<file path="src/adcc_map.svh">
`ifndef ADCC_MAP_SVH
`define ADCC_MAP_SVH

// Register pointer values
`define ADCC_PTR_RESULT 8'h00
`define ADCC_PTR_SETUP 8'h01

// Setup register layout and reset value
`define ADCC_SETUP_RESET 16'h8583
`define ADCC_TRIG_BIT 15
`define ADCC_SEL_HI 14
`define ADCC_SEL_LO 12
`define ADCC_ONESHOT_BIT 8

// Bus addressing
`define ADCC_BUS_ADDR_BASE 7'h48
`define ADCC_GCALL_ADDR 8'h00
`define ADCC_GCALL_RESET 8'h06

// Result clip codes
`define ADCC_RESULT_MAX 16'h7FFF
`define ADCC_RESULT_MIN 16'h8000

// Timing: conversion time in us, cycle count derived from the clock period
`define ADCC_CLK_PERIOD_NS 25
`define ADCC_CONV_TIME_US 1200
`define ADCC_CONV_CYCLES ((`ADCC_CONV_TIME_US * 1000 + `ADCC_CLK_PERIOD_NS - 1) / `ADCC_CLK_PERIOD_NS)

`endif

</file>
<file path="src/adcc_pkg.sv">
package adcc_pkg;

  // Serial slave sequencer states
  typedef enum logic [2:0] {
    ADCC_ST_IDLE,
    ADCC_ST_RX,
    ADCC_ST_RX_ACK,
    ADCC_ST_TX,
    ADCC_ST_TX_ACK,
    ADCC_ST_IGNORE
  } adcc_bus_st_t;

  // Conversion engine states
  typedef enum logic {
    ADCC_CV_OFF,
    ADCC_CV_RUN
  } adcc_conv_st_t;

  // Input selector codes
  typedef enum logic [2:0] {
    ADCC_SEL_0_1,
    ADCC_SEL_0_3,
    ADCC_SEL_1_3,
    ADCC_SEL_2_3,
    ADCC_SEL_0_G,
    ADCC_SEL_1_G,
    ADCC_SEL_2_G,
    ADCC_SEL_3_G
  } adcc_sel_t;

endpackage

</file>
<file path="src/adcc_conv_if.sv">
`timescale 1ns/10ps

interface adcc_conv_if;
  logic start;
  logic cont;
  logic abort;
  logic busy;
  logic [15:0] result;

  modport ctrl (output start, output cont, output abort, input busy, input result);
  modport eng (input start, input cont, input abort, output busy, output result);
endinterface

</file>
<file path="src/adcc_conv_engine.sv">
`timescale 1ns/10ps
`include "adcc_map.svh"

module adcc_conv_engine
  import adcc_pkg::*;
#(
  parameter int CONV_CYCLES = 48000
) (
  // Clock and reset
  input wire logic i_core_clk,
  input wire logic i_rst_b,
  // Control side
  adcc_conv_if.eng cv,
  // Raw modulator/filter output, wider than the result
  input wire logic signed [17:0] i_conv_raw
);

  localparam int CW = $clog2(CONV_CYCLES) + 1;
  localparam logic [CW-1:0] LAST = CW'(CONV_CYCLES - 1);

  adcc_conv_st_t st_q, st_d;
  logic [CW-1:0] cnt_q, cnt_d;
  logic [15:0] res_q, res_d;

  // Saturate the wide filter word to 16-bit two's complement
  function automatic logic [15:0] clip(input logic signed [17:0] raw);
    logic [15:0] c;
    c = raw[15:0];
    if (raw > 18'sd32767) begin
      c = `ADCC_RESULT_MAX;
    end else if (raw < -18'sd32768) begin
      c = `ADCC_RESULT_MIN;
    end
    return c;
  endfunction

  // Sequencer next state
  always_comb begin
    st_d = st_q;
    cnt_d = cnt_q;
    res_d = res_q;
    if (cv.abort) begin
      st_d = ADCC_CV_OFF;
      cnt_d = '0;
      res_d = '0;
    end else begin
      unique case (st_q)
        ADCC_CV_OFF: begin
          if (cv.start || cv.cont) begin
            st_d = ADCC_CV_RUN;
            cnt_d = '0;
          end
        end
        ADCC_CV_RUN: begin
          if (cnt_q == LAST) begin
            res_d = clip(i_conv_raw);
            cnt_d = '0;
            if (!cv.cont) begin
              st_d = ADCC_CV_OFF;
            end
          end else begin
            cnt_d = cnt_q + 1'b1;
          end
        end
      endcase
    end
  end

  // Sequencer registers
  always_ff @(posedge i_core_clk or negedge i_rst_b) begin
    if (!i_rst_b) begin
      st_q <= ADCC_CV_OFF;
      cnt_q <= '0;
      res_q <= '0;
    end else begin
      st_q <= st_d;
      cnt_q <= cnt_d;
      res_q <= res_d;
    end
  end

  assign cv.busy = (st_q == ADCC_CV_RUN);
  assign cv.result = res_q;

endmodule

</file>
<file path="src/adcc_input_mux.sv">
`timescale 1ns/10ps

module adcc_input_mux
  import adcc_pkg::*;
(
  // Clock and reset
  input wire logic i_core_clk,
  input wire logic i_rst_b,
  // Selector field
  input wire logic [2:0] i_sel,
  // Switch controls
  output logic [1:0] o_pos_input,
  output logic [1:0] o_neg_input,
  output logic o_neg_ground
);

  logic [1:0] pos_q, pos_d;
  logic [1:0] neg_q, neg_d;
  logic gnd_q, gnd_d;

  // Decode selector into switch settings
  always_comb begin
    pos_d = 2'h0;
    neg_d = 2'h1;
    gnd_d = 1'b0;
    unique case (adcc_sel_t'(i_sel))
      ADCC_SEL_0_1: begin
        pos_d = 2'h0;
        neg_d = 2'h1;
      end
      ADCC_SEL_0_3: begin
        pos_d = 2'h0;
        neg_d = 2'h3;
      end
      ADCC_SEL_1_3: begin
        pos_d = 2'h1;
        neg_d = 2'h3;
      end
      ADCC_SEL_2_3: begin
        pos_d = 2'h2;
        neg_d = 2'h3;
      end
      ADCC_SEL_0_G, ADCC_SEL_1_G, ADCC_SEL_2_G, ADCC_SEL_3_G: begin
        pos_d = i_sel[1:0];
        neg_d = 2'h0;
        gnd_d = 1'b1;
      end
    endcase
  end

  // Registered switch drive, no glitches on the analog side
  always_ff @(posedge i_core_clk or negedge i_rst_b) begin
    if (!i_rst_b) begin
      pos_q <= 2'h0;
      neg_q <= 2'h1;
      gnd_q <= 1'b0;
    end else begin
      pos_q <= pos_d;
      neg_q <= neg_d;
      gnd_q <= gnd_d;
    end
  end

  assign o_pos_input = pos_q;
  assign o_neg_input = neg_q;
  assign o_neg_ground = gnd_q;

endmodule

</file>
<file path="src/adcc_top.sv">
// Summary of operation
// - single-shot: one conversion, then power down
// - continuous: restart right after each conversion
// - result read anytime, always complete
// - master clocks SCL, device only senses
// - first byte: address plus direction bit
// - write pointer byte selects register
// - two data bytes load, MSB first
// - pointer-only write just moves pointer
// - read returns pointed word, MSB first
// - selector field, single-ended grounds negative
// - four singles, four pairs: 0-1, and 0, 1, 2 versus input 3
// - trigger bit starts in single-shot only, reads busy state
// - general call reset restores defaults
// - two's complement result, clipped at extremes
`timescale 1ns/10ps
`include "adcc_map.svh"

module adcc_top
  import adcc_pkg::*;
#(
  parameter int CONV_CYCLES = `ADCC_CONV_CYCLES
) (
  // Clock and reset
  input wire logic i_core_clk,
  input wire logic i_rst_b,
  // Serial bus
  input wire logic i_scl,
  input wire logic i_sda,
  output logic o_sda_out,
  output logic o_sda_oe,
  // Address select pins
  input wire logic [1:0] i_addr_sel,
  // Converter core
  input wire logic signed [17:0] i_conv_raw,
  output logic o_conv_run,
  // Input selector switches
  output logic [1:0] o_pos_input,
  output logic [1:0] o_neg_input,
  output logic o_neg_ground
);

  adcc_conv_if cv ();

  // Bus sequencer state
  adcc_bus_st_t st_q, st_d;
  logic scl_q, scl_p, sda_q, sda_p;
  logic [3:0] cnt_q, cnt_d;
  logic [2:0] idx_q, idx_d;
  logic [7:0] sh_q, sh_d;
  logic rw_q, rw_d;
  logic gc_q, gc_d;
  logic oe_q, oe_d;
  logic mack_q, mack_d;
  logic ptr_q, ptr_d;
  logic [7:0] msb_q, msb_d;
  logic [15:0] rd_q, rd_d;
  logic wr_q, wr_d;
  logic [15:0] wdat_q, wdat_d;
  logic srst_q, srst_d;
  logic sda_out_q;

  // Setup register state
  logic [15:0] setup_q, setup_d;
  logic trig_q, trig_d;
  logic run_q;

  // Bus events
  logic scl_rise, scl_fall, bus_start, bus_stop;
  logic [6:0] own_addr;
  logic [15:0] setup_view;

  // Pin samples; inputs are synchronous, one stage gives edges
  always_ff @(posedge i_core_clk or negedge i_rst_b) begin
    if (!i_rst_b) begin
      scl_q <= 1'b1;
      scl_p <= 1'b1;
      sda_q <= 1'b1;
      sda_p <= 1'b1;
    end else begin
      scl_q <= i_scl;
      scl_p <= scl_q;
      sda_q <= i_sda;
      sda_p <= sda_q;
    end
  end

  // Edge and frame detection
  assign scl_rise = scl_q & ~scl_p;
  assign scl_fall = ~scl_q & scl_p;
  assign bus_start = scl_q & scl_p & sda_p & ~sda_q;
  assign bus_stop = scl_q & scl_p & ~sda_p & sda_q;

  // Address pins pick one of four slots
  assign own_addr = `ADCC_BUS_ADDR_BASE | {5'h00, i_addr_sel};

  assign setup_view = {~cv.busy, setup_q[14:0]};

  // Serial slave sequencer
  always_comb begin
    logic [2:0] nidx;
    nidx = idx_q + 3'h1;
    st_d = st_q;
    cnt_d = cnt_q;
    idx_d = idx_q;
    sh_d = sh_q;
    rw_d = rw_q;
    gc_d = gc_q;
    oe_d = oe_q;
    mack_d = mack_q;
    ptr_d = ptr_q;
    msb_d = msb_q;
    rd_d = rd_q;
    wr_d = 1'b0;
    wdat_d = wdat_q;
    srst_d = 1'b0;
    if (bus_start) begin
      // Repeated start reopens at the address byte
      st_d = ADCC_ST_RX;
      cnt_d = 4'h0;
      idx_d = 3'h0;
      gc_d = 1'b0;
      oe_d = 1'b0;
    end else if (bus_stop) begin
      st_d = ADCC_ST_IDLE;
      oe_d = 1'b0;
    end else begin
      unique case (st_q)
        ADCC_ST_IDLE, ADCC_ST_IGNORE: begin
          oe_d = 1'b0;
        end
        ADCC_ST_RX: begin
          if (scl_rise) begin
            sh_d = {sh_q[6:0], sda_q};
            cnt_d = cnt_q + 4'h1;
          end else if (scl_fall && cnt_q == 4'h8) begin
            cnt_d = 4'h0;
            // Saturate so a long write never wraps back to the address slot
            idx_d = (idx_q == 3'h4) ? idx_q : nidx;
            st_d = ADCC_ST_RX_ACK;
            oe_d = 1'b1;
            if (idx_q == 3'h0) begin
              rw_d = sh_q[0];
              rd_d = ptr_q ? setup_view : cv.result;
              if (sh_q == `ADCC_GCALL_ADDR) begin
                gc_d = 1'b1;
              end else if (sh_q[7:1] != own_addr) begin
                st_d = ADCC_ST_IGNORE;
                oe_d = 1'b0;
              end
            end else if (gc_q) begin
              if (sh_q == `ADCC_GCALL_RESET) begin
                srst_d = 1'b1;
                ptr_d = 1'b0;
              end else begin
                st_d = ADCC_ST_IGNORE;
                oe_d = 1'b0;
              end
            end else if (idx_q == 3'h1) begin
              ptr_d = (sh_q == `ADCC_PTR_SETUP);
            end else if (idx_q == 3'h2) begin
              msb_d = sh_q;
            end else if (idx_q == 3'h3) begin
              wr_d = ptr_q;
              wdat_d = {msb_q, sh_q};
            end
          end
        end
        ADCC_ST_RX_ACK: begin
          if (scl_fall) begin
            oe_d = 1'b0;
            if (rw_q && !gc_q) begin
              st_d = ADCC_ST_TX;
              sh_d = idx_q[0] ? rd_q[15:8] : rd_q[7:0];
              oe_d = idx_q[0] ? ~rd_q[15] : ~rd_q[7];
            end else begin
              st_d = ADCC_ST_RX;
            end
          end
        end
        ADCC_ST_TX: begin
          if (scl_fall) begin
            if (cnt_q == 4'h7) begin
              cnt_d = 4'h0;
              oe_d = 1'b0;
              st_d = ADCC_ST_TX_ACK;
            end else begin
              cnt_d = cnt_q + 4'h1;
              sh_d = {sh_q[6:0], 1'b0};
              oe_d = ~sh_q[6];
            end
          end
        end
        ADCC_ST_TX_ACK: begin
          if (scl_rise) begin
            mack_d = ~sda_q;
          end else if (scl_fall) begin
            if (mack_q) begin
              idx_d = nidx;
              st_d = ADCC_ST_TX;
              sh_d = nidx[0] ? rd_q[15:8] : rd_q[7:0];
              oe_d = nidx[0] ? ~rd_q[15] : ~rd_q[7];
            end else begin
              st_d = ADCC_ST_IGNORE;
            end
          end
        end
      endcase
    end
  end

  // Serial slave registers
  always_ff @(posedge i_core_clk or negedge i_rst_b) begin
    if (!i_rst_b) begin
      st_q <= ADCC_ST_IDLE;
      cnt_q <= 4'h0;
      idx_q <= 3'h0;
      sh_q <= 8'h00;
      rw_q <= 1'b0;
      gc_q <= 1'b0;
      oe_q <= 1'b0;
      mack_q <= 1'b0;
      ptr_q <= 1'b0;
      msb_q <= 8'h00;
      rd_q <= 16'h0000;
      wr_q <= 1'b0;
      wdat_q <= 16'h0000;
      srst_q <= 1'b0;
      sda_out_q <= 1'b0;
    end else begin
      st_q <= st_d;
      cnt_q <= cnt_d;
      idx_q <= idx_d;
      sh_q <= sh_d;
      rw_q <= rw_d;
      gc_q <= gc_d;
      oe_q <= oe_d;
      mack_q <= mack_d;
      ptr_q <= ptr_d;
      msb_q <= msb_d;
      rd_q <= rd_d;
      wr_q <= wr_d;
      wdat_q <= wdat_d;
      srst_q <= srst_d;
      sda_out_q <= 1'b0;
    end
  end

  // Setup register and trigger
  always_comb begin
    setup_d = setup_q;
    trig_d = 1'b0;
    if (srst_q) begin
      setup_d = `ADCC_SETUP_RESET;
    end else if (wr_q) begin
      setup_d = wdat_q;
      trig_d = wdat_q[`ADCC_TRIG_BIT] & wdat_q[`ADCC_ONESHOT_BIT];
    end
  end

  // Setup registers
  always_ff @(posedge i_core_clk or negedge i_rst_b) begin
    if (!i_rst_b) begin
      setup_q <= `ADCC_SETUP_RESET;
      trig_q <= 1'b0;
      run_q <= 1'b0;
    end else begin
      setup_q <= setup_d;
      trig_q <= trig_d;
      run_q <= cv.busy;
    end
  end

  // Engine control; a soft reset also aborts a running conversion
  assign cv.start = trig_q;
  assign cv.cont = ~setup_q[`ADCC_ONESHOT_BIT] & ~srst_q;
  assign cv.abort = srst_q;

  adcc_conv_engine #(
    .CONV_CYCLES(CONV_CYCLES)
  ) u_engine (
    .i_core_clk(i_core_clk),
    .i_rst_b(i_rst_b),
    .cv(cv),
    .i_conv_raw(i_conv_raw)
  );

  adcc_input_mux u_mux (
    .i_core_clk(i_core_clk),
    .i_rst_b(i_rst_b),
    .i_sel(setup_q[`ADCC_SEL_HI:`ADCC_SEL_LO]),
    .o_pos_input(o_pos_input),
    .o_neg_input(o_neg_input),
    .o_neg_ground(o_neg_ground)
  );

  assign o_sda_out = sda_out_q;
  assign o_sda_oe = oe_q;
  assign o_conv_run = run_q;

endmodule

</file>
<file path="config.mk">
export PLATFORM = sky130hd
export DESIGN_NAME = adcc_top
export DESIGN_NICKNAME = d
export VERILOG_FILES = /design/src/adcc_pkg.sv /design/src/adcc_conv_if.sv /design/src/adcc_conv_engine.sv /design/src/adcc_input_mux.sv /design/src/adcc_top.sv
export VERILOG_INCLUDE_DIRS = /design/src /design/src/src
export SDC_FILE = /design/constraint.sdc
export NUM_CORES = 1
export LEC_CHECK = 0
export ABC_CLOCK_PERIOD_IN_PS = 2800
export BUFFER_PORTS_ARGS = -buffer_cell sky130_fd_sc_hd__buf_4
export CORE_ASPECT_RATIO = 1.5
export CORE_UTILIZATION = 25
export CTS_CLUSTER_DIAMETER = 40
export CTS_CLUSTER_SIZE = 40
export DETAILED_ROUTE_END_ITERATION = 10
export PLACE_DENSITY_LB_ADDON = 0.2
export REMOVE_ABC_BUFFERS = 1
export SLEW_MARGIN = 25
export SYNTH_ARGS = -nofsm -noshare
export SYNTH_HDL_FRONTEND = slang
export SYNTH_HIERARCHICAL = 1
export SYNTH_SLANG_ARGS = --single-unit
</file>
<file path="constraint.sdc">
create_clock -name i_core_clk -period 2.8 [get_ports i_core_clk]
set_input_delay 0.28 -clock i_core_clk [delete_from_list [all_inputs] [get_ports i_core_clk]]
set_output_delay 0.28 -clock i_core_clk [all_outputs]
set_load 0.02 [all_outputs]
</file>
After elaboration in Yosys (flattened, before gate mapping)
Cells that the tools add are included.

Multiplexer cells: 112. Bitwise logic cells: 26. Equal/unequal tests: 50. Multiply operators: 0. Order comparisons: 2. Shift operators: 0. Div/mod/pow operators: 0. $add $sub $neg: 3. Reductions and logical operators: 36.

Operators with widths (count): two-way mux 16 bit (6); two-way mux 8 bit (10); two-way mux 3 bit (23); two-way mux 1 bit (52); two-way mux 17 bit (3); inequality test 4 bit, second input constant (9); case mux 17 bit (2 select lines) (1); case mux 8 bit (4 select lines) (1); two-way mux 15 bit (2); two-way mux 4 bit (6); AND reduction 8 bit (3); equality test 3 bit, second input constant (7); inequality test 3 bit, second input constant (7); equality test 3 x 2 -> 1 bit, second input constant (6); > comparator 18 x 16 -> 1 bit, second input constant (1); < comparator 18 x 16 -> 1 bit, second input constant (1); inequality test 2 bit, second input constant (9); adder 17 x 1 -> 17 bit, second input constant (1); equality test 17 x 16 -> 1 bit, second input constant (1); NOT 1 bit (17); nonzero test 2 bit (8); case mux 3 bit (4 select lines) (1); AND reduction 6 bit (2); AND reduction 11 bit (1); other kinds (34) (51).

Bits in registers: 125. Input bits: 24. Memories: 0. Output and inout bits: 8. Word-level logic and storage cells: 256. ROM bits: 0. Latch bits: 0. RAM bits: 0.

Logic depth before layout (Yosys ltp)
Word-level depth: 11. Mapped depth: 8. Gate-level depth less buffers: 7.

Hierarchy
Netlist, hierarchy kept.

Modules (own cells, without submodules): adcc_top (times used 1, cells each 409, area each 4374.2 µm², sequential area each 2163.3 µm²); adcc_conv_engine (times used 1, cells each 167, area each 1724.2 µm², sequential area each 850.8 µm²); adcc_input_mux (times used 1, cells each 12, area each 168.9 µm², sequential area each 126.4 µm²).

Worst setup path before layout
No wires, ideal clock.

Kind: reg-to-reg. Start: register idx_q[0]. End: register wdat_q[10]. Path buffers: 1. Arrival: 2.159 ns. Clock period less this slack: 2.284 ns. Data required time: 2.675 ns. Stages on the path, launching flop included: 8. Setup slack: 0.516 ns. Library setup time: 0.125 ns. Path through: dfrtp_1 -> clkinv_1 -> ha_1 -> nor3_1 -> nor2_1 -> nor4b_4 -> buf_6 -> mux2_2.

Word-level cells in the longest chain between the ends: 3. Elaborated cells between the ends (all ways): 8. Those cells by class: 3 x eq/ne; 3 x bitwise; 2 x reduce/logical.

Ends and longest elaborated chain: start, declared (RTL line adcc_top.sv:49) `logic [2:0] idx_q, idx_d;`; start signal, assigned (RTL line adcc_top.sv:233) `idx_q <= idx_d;`; equality test 3 x 2 -> 1 bit (tied with other cells) (RTL line adcc_top.sv:161) `end else if (idx_q == 3'h2) begin`; NOT 1 bit (no line); AND reduction 10 bit (no line) (*); end signal, assigned (RTL line adcc_top.sv:243) `wdat_q <= wdat_d;`; end, declared (RTL line adcc_top.sv:59) `logic [15:0] wdat_q, wdat_d;`.

Mark *: on every way between the ends. The rest lies on a longest branch, timed or not. A chain may end at the register's enable or synchronous reset.

Worst setup path in the final report
Start: register st_q[1]. End: register sh_q[3].

Word-level cells in the longest chain between the ends: 3. Elaborated cells between the ends (all ways): 15. Those cells by class: 12 x eq/ne; 1 x mux; 2 x reduce/logical.

Ends and longest elaborated chain: start, declared (RTL line adcc_top.sv:46) `adcc_bus_st_t st_q, st_d;`; start signal, assigned (RTL line adcc_top.sv:231) `st_q <= st_d;`; equality test 3 bit (tied with other cells) (RTL line adcc_top.sv:128) `unique case (st_q)`; nonzero test 4 bit (no line) or inequality test 2 bit (tied branches); AND reduction 11 bit (no line); end signal, assigned (RTL line adcc_top.sv:218) `sh_q <= 8'h00;`; end signal, assigned (RTL line adcc_top.sv:234) `sh_q <= sh_d;`; end, declared (RTL line adcc_top.sv:50) `logic [7:0] sh_q, sh_d;`.

Several ways; a longest one is shown, not always the timed one.

==> metrics.csv <==
stage;metric;value;unit
yosys;post-synth-top-count-cell;dfrtp_1;
timing;fin_worst_hold_slack;106;ps
cells_and_area;layout-drive-gt1-share;22.2;%
cells_and_area;antenna_cells;0;
cells_and_area;nets;658;
status;outcome;completed;
worst_setup_path;cp-start-kind;register;
placed_design;portBuffers;30;
power;p_leak;3.24;nW
yosys;ys_warn_count;6;
worst_setup_path;cp_max_fo;16;
timing;setup_violations;0;
yosys;netlist_top_cells_area;dfrtp_1, mux2i_1, mux2_2;
detailed_routing;drt_first_pass_iters;4;
cts;cts-root-buf;clkbuf_16;
cells_and_area;nFillCells;2592;
worst_setup_path;cp-end-kind;register;
yosys;yosysSeqAreaShare;50.1;%
yosys;synth.distinct_cells;75;
global_route;antenna_found_initial;0;
die;start_util;25.6;%
global_route;grt_pass1_wl;26000;um
yosys;synthesis.instances;588;
timing;finalSetupTns;0;ps
detailed_routing;drt_iter0_drc;402;
worst_setup_path;critPathKind;reg2reg;
cts;postCtsSetupBuffers;0;
yosys;synth_flop_cell;dfrtp_1;
global_route;grt_usage;13.0;%
cells_and_area;final_area;7480;sq um
die;core;24500;sq um
yosys;synth-seq-cells;125;
die;die-area;25700;sq um
power;total_power;5.41;mW
placed_design;place_area;6870;sq um
cts;htree_levels;4;
detailed_routing;viasPerCell;4.82;
die;die_h;196;um
worst_setup_path;cp.arrival;2620;ps
timing;rsz0062_at_grt;no;
cts;cts_buffers;17;
cells_and_area;areaGrowthSynthToFinish;19.3;%
timing;slew_viol_final;0;
power;ir_drop;0.493;mV
yosys;synth_area;6270;sq um
power;power.density;723;nW/um^2
cts;path_clk_slew;60;ps
worst_hold_path;hold_path.class;in2reg;
placed_design;gp_congestion;0.826;
global_route;grt-ovfl-total;0;
yosys;avgSynthCellArea;10.7;sq um
detailed_routing;via_count;4638;
timing;final.min_clock_period;2340;ps
cts;ctsLongestPathBuffers;2;
timing;fin_crit_sh;83.7;%
flow_run;maxCapViolations;0;
cts;cts_tree;yes;
timing;fin_skew;8.06;ps
yosys;synth_common_cells;dfrtp_1, nor2_1, nand2_1;
cts;clk_latency;420;ps
timing;tightest_slew;936;ps
timing;hold_violations;0;
timing;fmax;426;MHz
worst_setup_path;cp.required;3080;ps
detailed_routing;final_antenna_net_count;0;
placed_design;dp_hpwl;11100;um
timing;finalWorstSetupSlack;455;ps
die;ios;32;
cts;cts_sinks;125;
detailed_routing;drc;0;
global_route;grt_max_degree;51;
yosys;postSynth.asyncResetShare;100;%
yosys;synth_edf_count;0;
die;num_rows;70;
timing;relSlewSlack;37.6;%
detailed_routing;drt-total-wl;15600;um
cts;cts_resized;0;
yosys;synth_area_leader_cell;dfrtp_1;
detailed_routing;avgRoutedWirePerCell;16.2;um
placed_design;post-place-ws;484;ps
yosys;synth_top_area_share;45.9;%
die;die_w;131;um
global_route;grt_pass1_vias;4841;
-- worst max-delay path, stage by stage (launching register included) --
cell	delay, ps
dfrtp_1	520
buf_4	220
nor3b_2	750
nor2_1	270
a222oi_1	320
mux2i_1	130
-- flip-flops by register name (all words and copies together), names as in the netlist, 2 cells and up --
name / count
sh_q: 8
idx_q: 3
u_mux/o_pos_input: 2
u_engine/cnt_q: 17
st_q: 3
setup_q: 15
cnt_q: 4
wdat_q: 16
u_engine/cv.result: 16
rd_q: 16
u_mux/o_neg_input: 2
msb_q: 8
-- cells in the final DEF (no fill, tap or decap), types with 4 or more instances in the layout --
master	netlist	layout
dfstp_2	10	10
nor2_1	74	72
nor2b_1	11	11
o21a_1	5	5
nand4_1	4	4
mux2i_1	38	38
inv_1	19	19
nand2b_1	5	5
clkbuf_16	0	17
o21ai_0	16	16
a21oi_1	35	35
buf_4	1	44
o2bb2ai_2	9	9
mux2_2	26	26
a221oi_1	12	12
nand2_1	39	39
nand3_1	21	21
or3_1	5	5
a211o_1	6	6
nor3_1	8	8
o2bb2ai_1	6	6
a31oi_1	5	5
dfrtp_1	115	115
ha_1	8	8
clkbuf_8	0	4
o311ai_1	6	6
-- area by class of cell --
class	instances	area, sq um	share of cell area [%]
sequential	125	3140	42.0
multi-input combinational	414	2900	38.8
clock buffer	24	492	6.57
tap	324	405	5.42
timing repair buffer	48	380	5.09
clock inverter	8	83.8	1.12
inverter	20	75.1	1.00
-- per-layer routing --
metal  up-vias  share of wire, %  wire [um]  global-route usage, %
met5         -                 0          0                      0
met4         0               4.0        629                   7.24
met3        31               2.4        378                   2.66
met2        81                53       8240                   23.0
met1      2331                41       6390                   14.4
li1       2195                 -          -                      -
-- what timing repair did --
action	4_1_cts	5_1_grt
endpoints found under the setup margin	0	0
endpoints found under the hold margin	32	0
hold buffers	3	0
-- power by group --
group	leakage [nW]	internal, mW	switching (mW)
Combinational	1.30	0.468	0.613
Clock	0.273	1.32	0.819
Sequential	1.66	1.94	0.252
Total	3.24	3.73	1.68
-- cell families after synthesis --
family                   Yosys count  synth area share [%]
AO/OA/AOI/OAI                    128                  15.1
XOR/XNOR                           5                 0.699
adder cells (fa/ha/maj)            8                  1.60
buffers and inverters             49                  3.65
flip-flops                       125                  50.1
multiplexers                      65                  10.9
other                              1                0.0598
AND/OR/NAND/NOR                  207                  17.8
-- through the flow --
| stage | utilization, % | cells |
|---|---|---|
| detailed placement | 28.0 | 928 |
| global route | 30.5 | 963 |
| CTS | 30.5 | 963 |
| floorplan | - | 559 |
| finish | 30.5 | 963 |
| global placement | 28.0 | 928 |
-- worst paths after layout --
check                                    start                endpoint  slack (ps)  cells after the start
worst min register to register           sda_q                   sda_p         420                      0
min in group asynchronous              i_rst_b                msb_q[2]         360                      2
worst min-delay path            i_conv_raw[10]  u_engine/cv.result[10]         110                      3
worst max-delay path                   st_q[1]                 sh_q[3]         460                      5
max in group asynchronous              i_rst_b             setup_q[10]        1700                      3
worst max register to register         st_q[1]                 sh_q[3]         460                      5
Note: power is estimated with default switching activity, not from simulation.
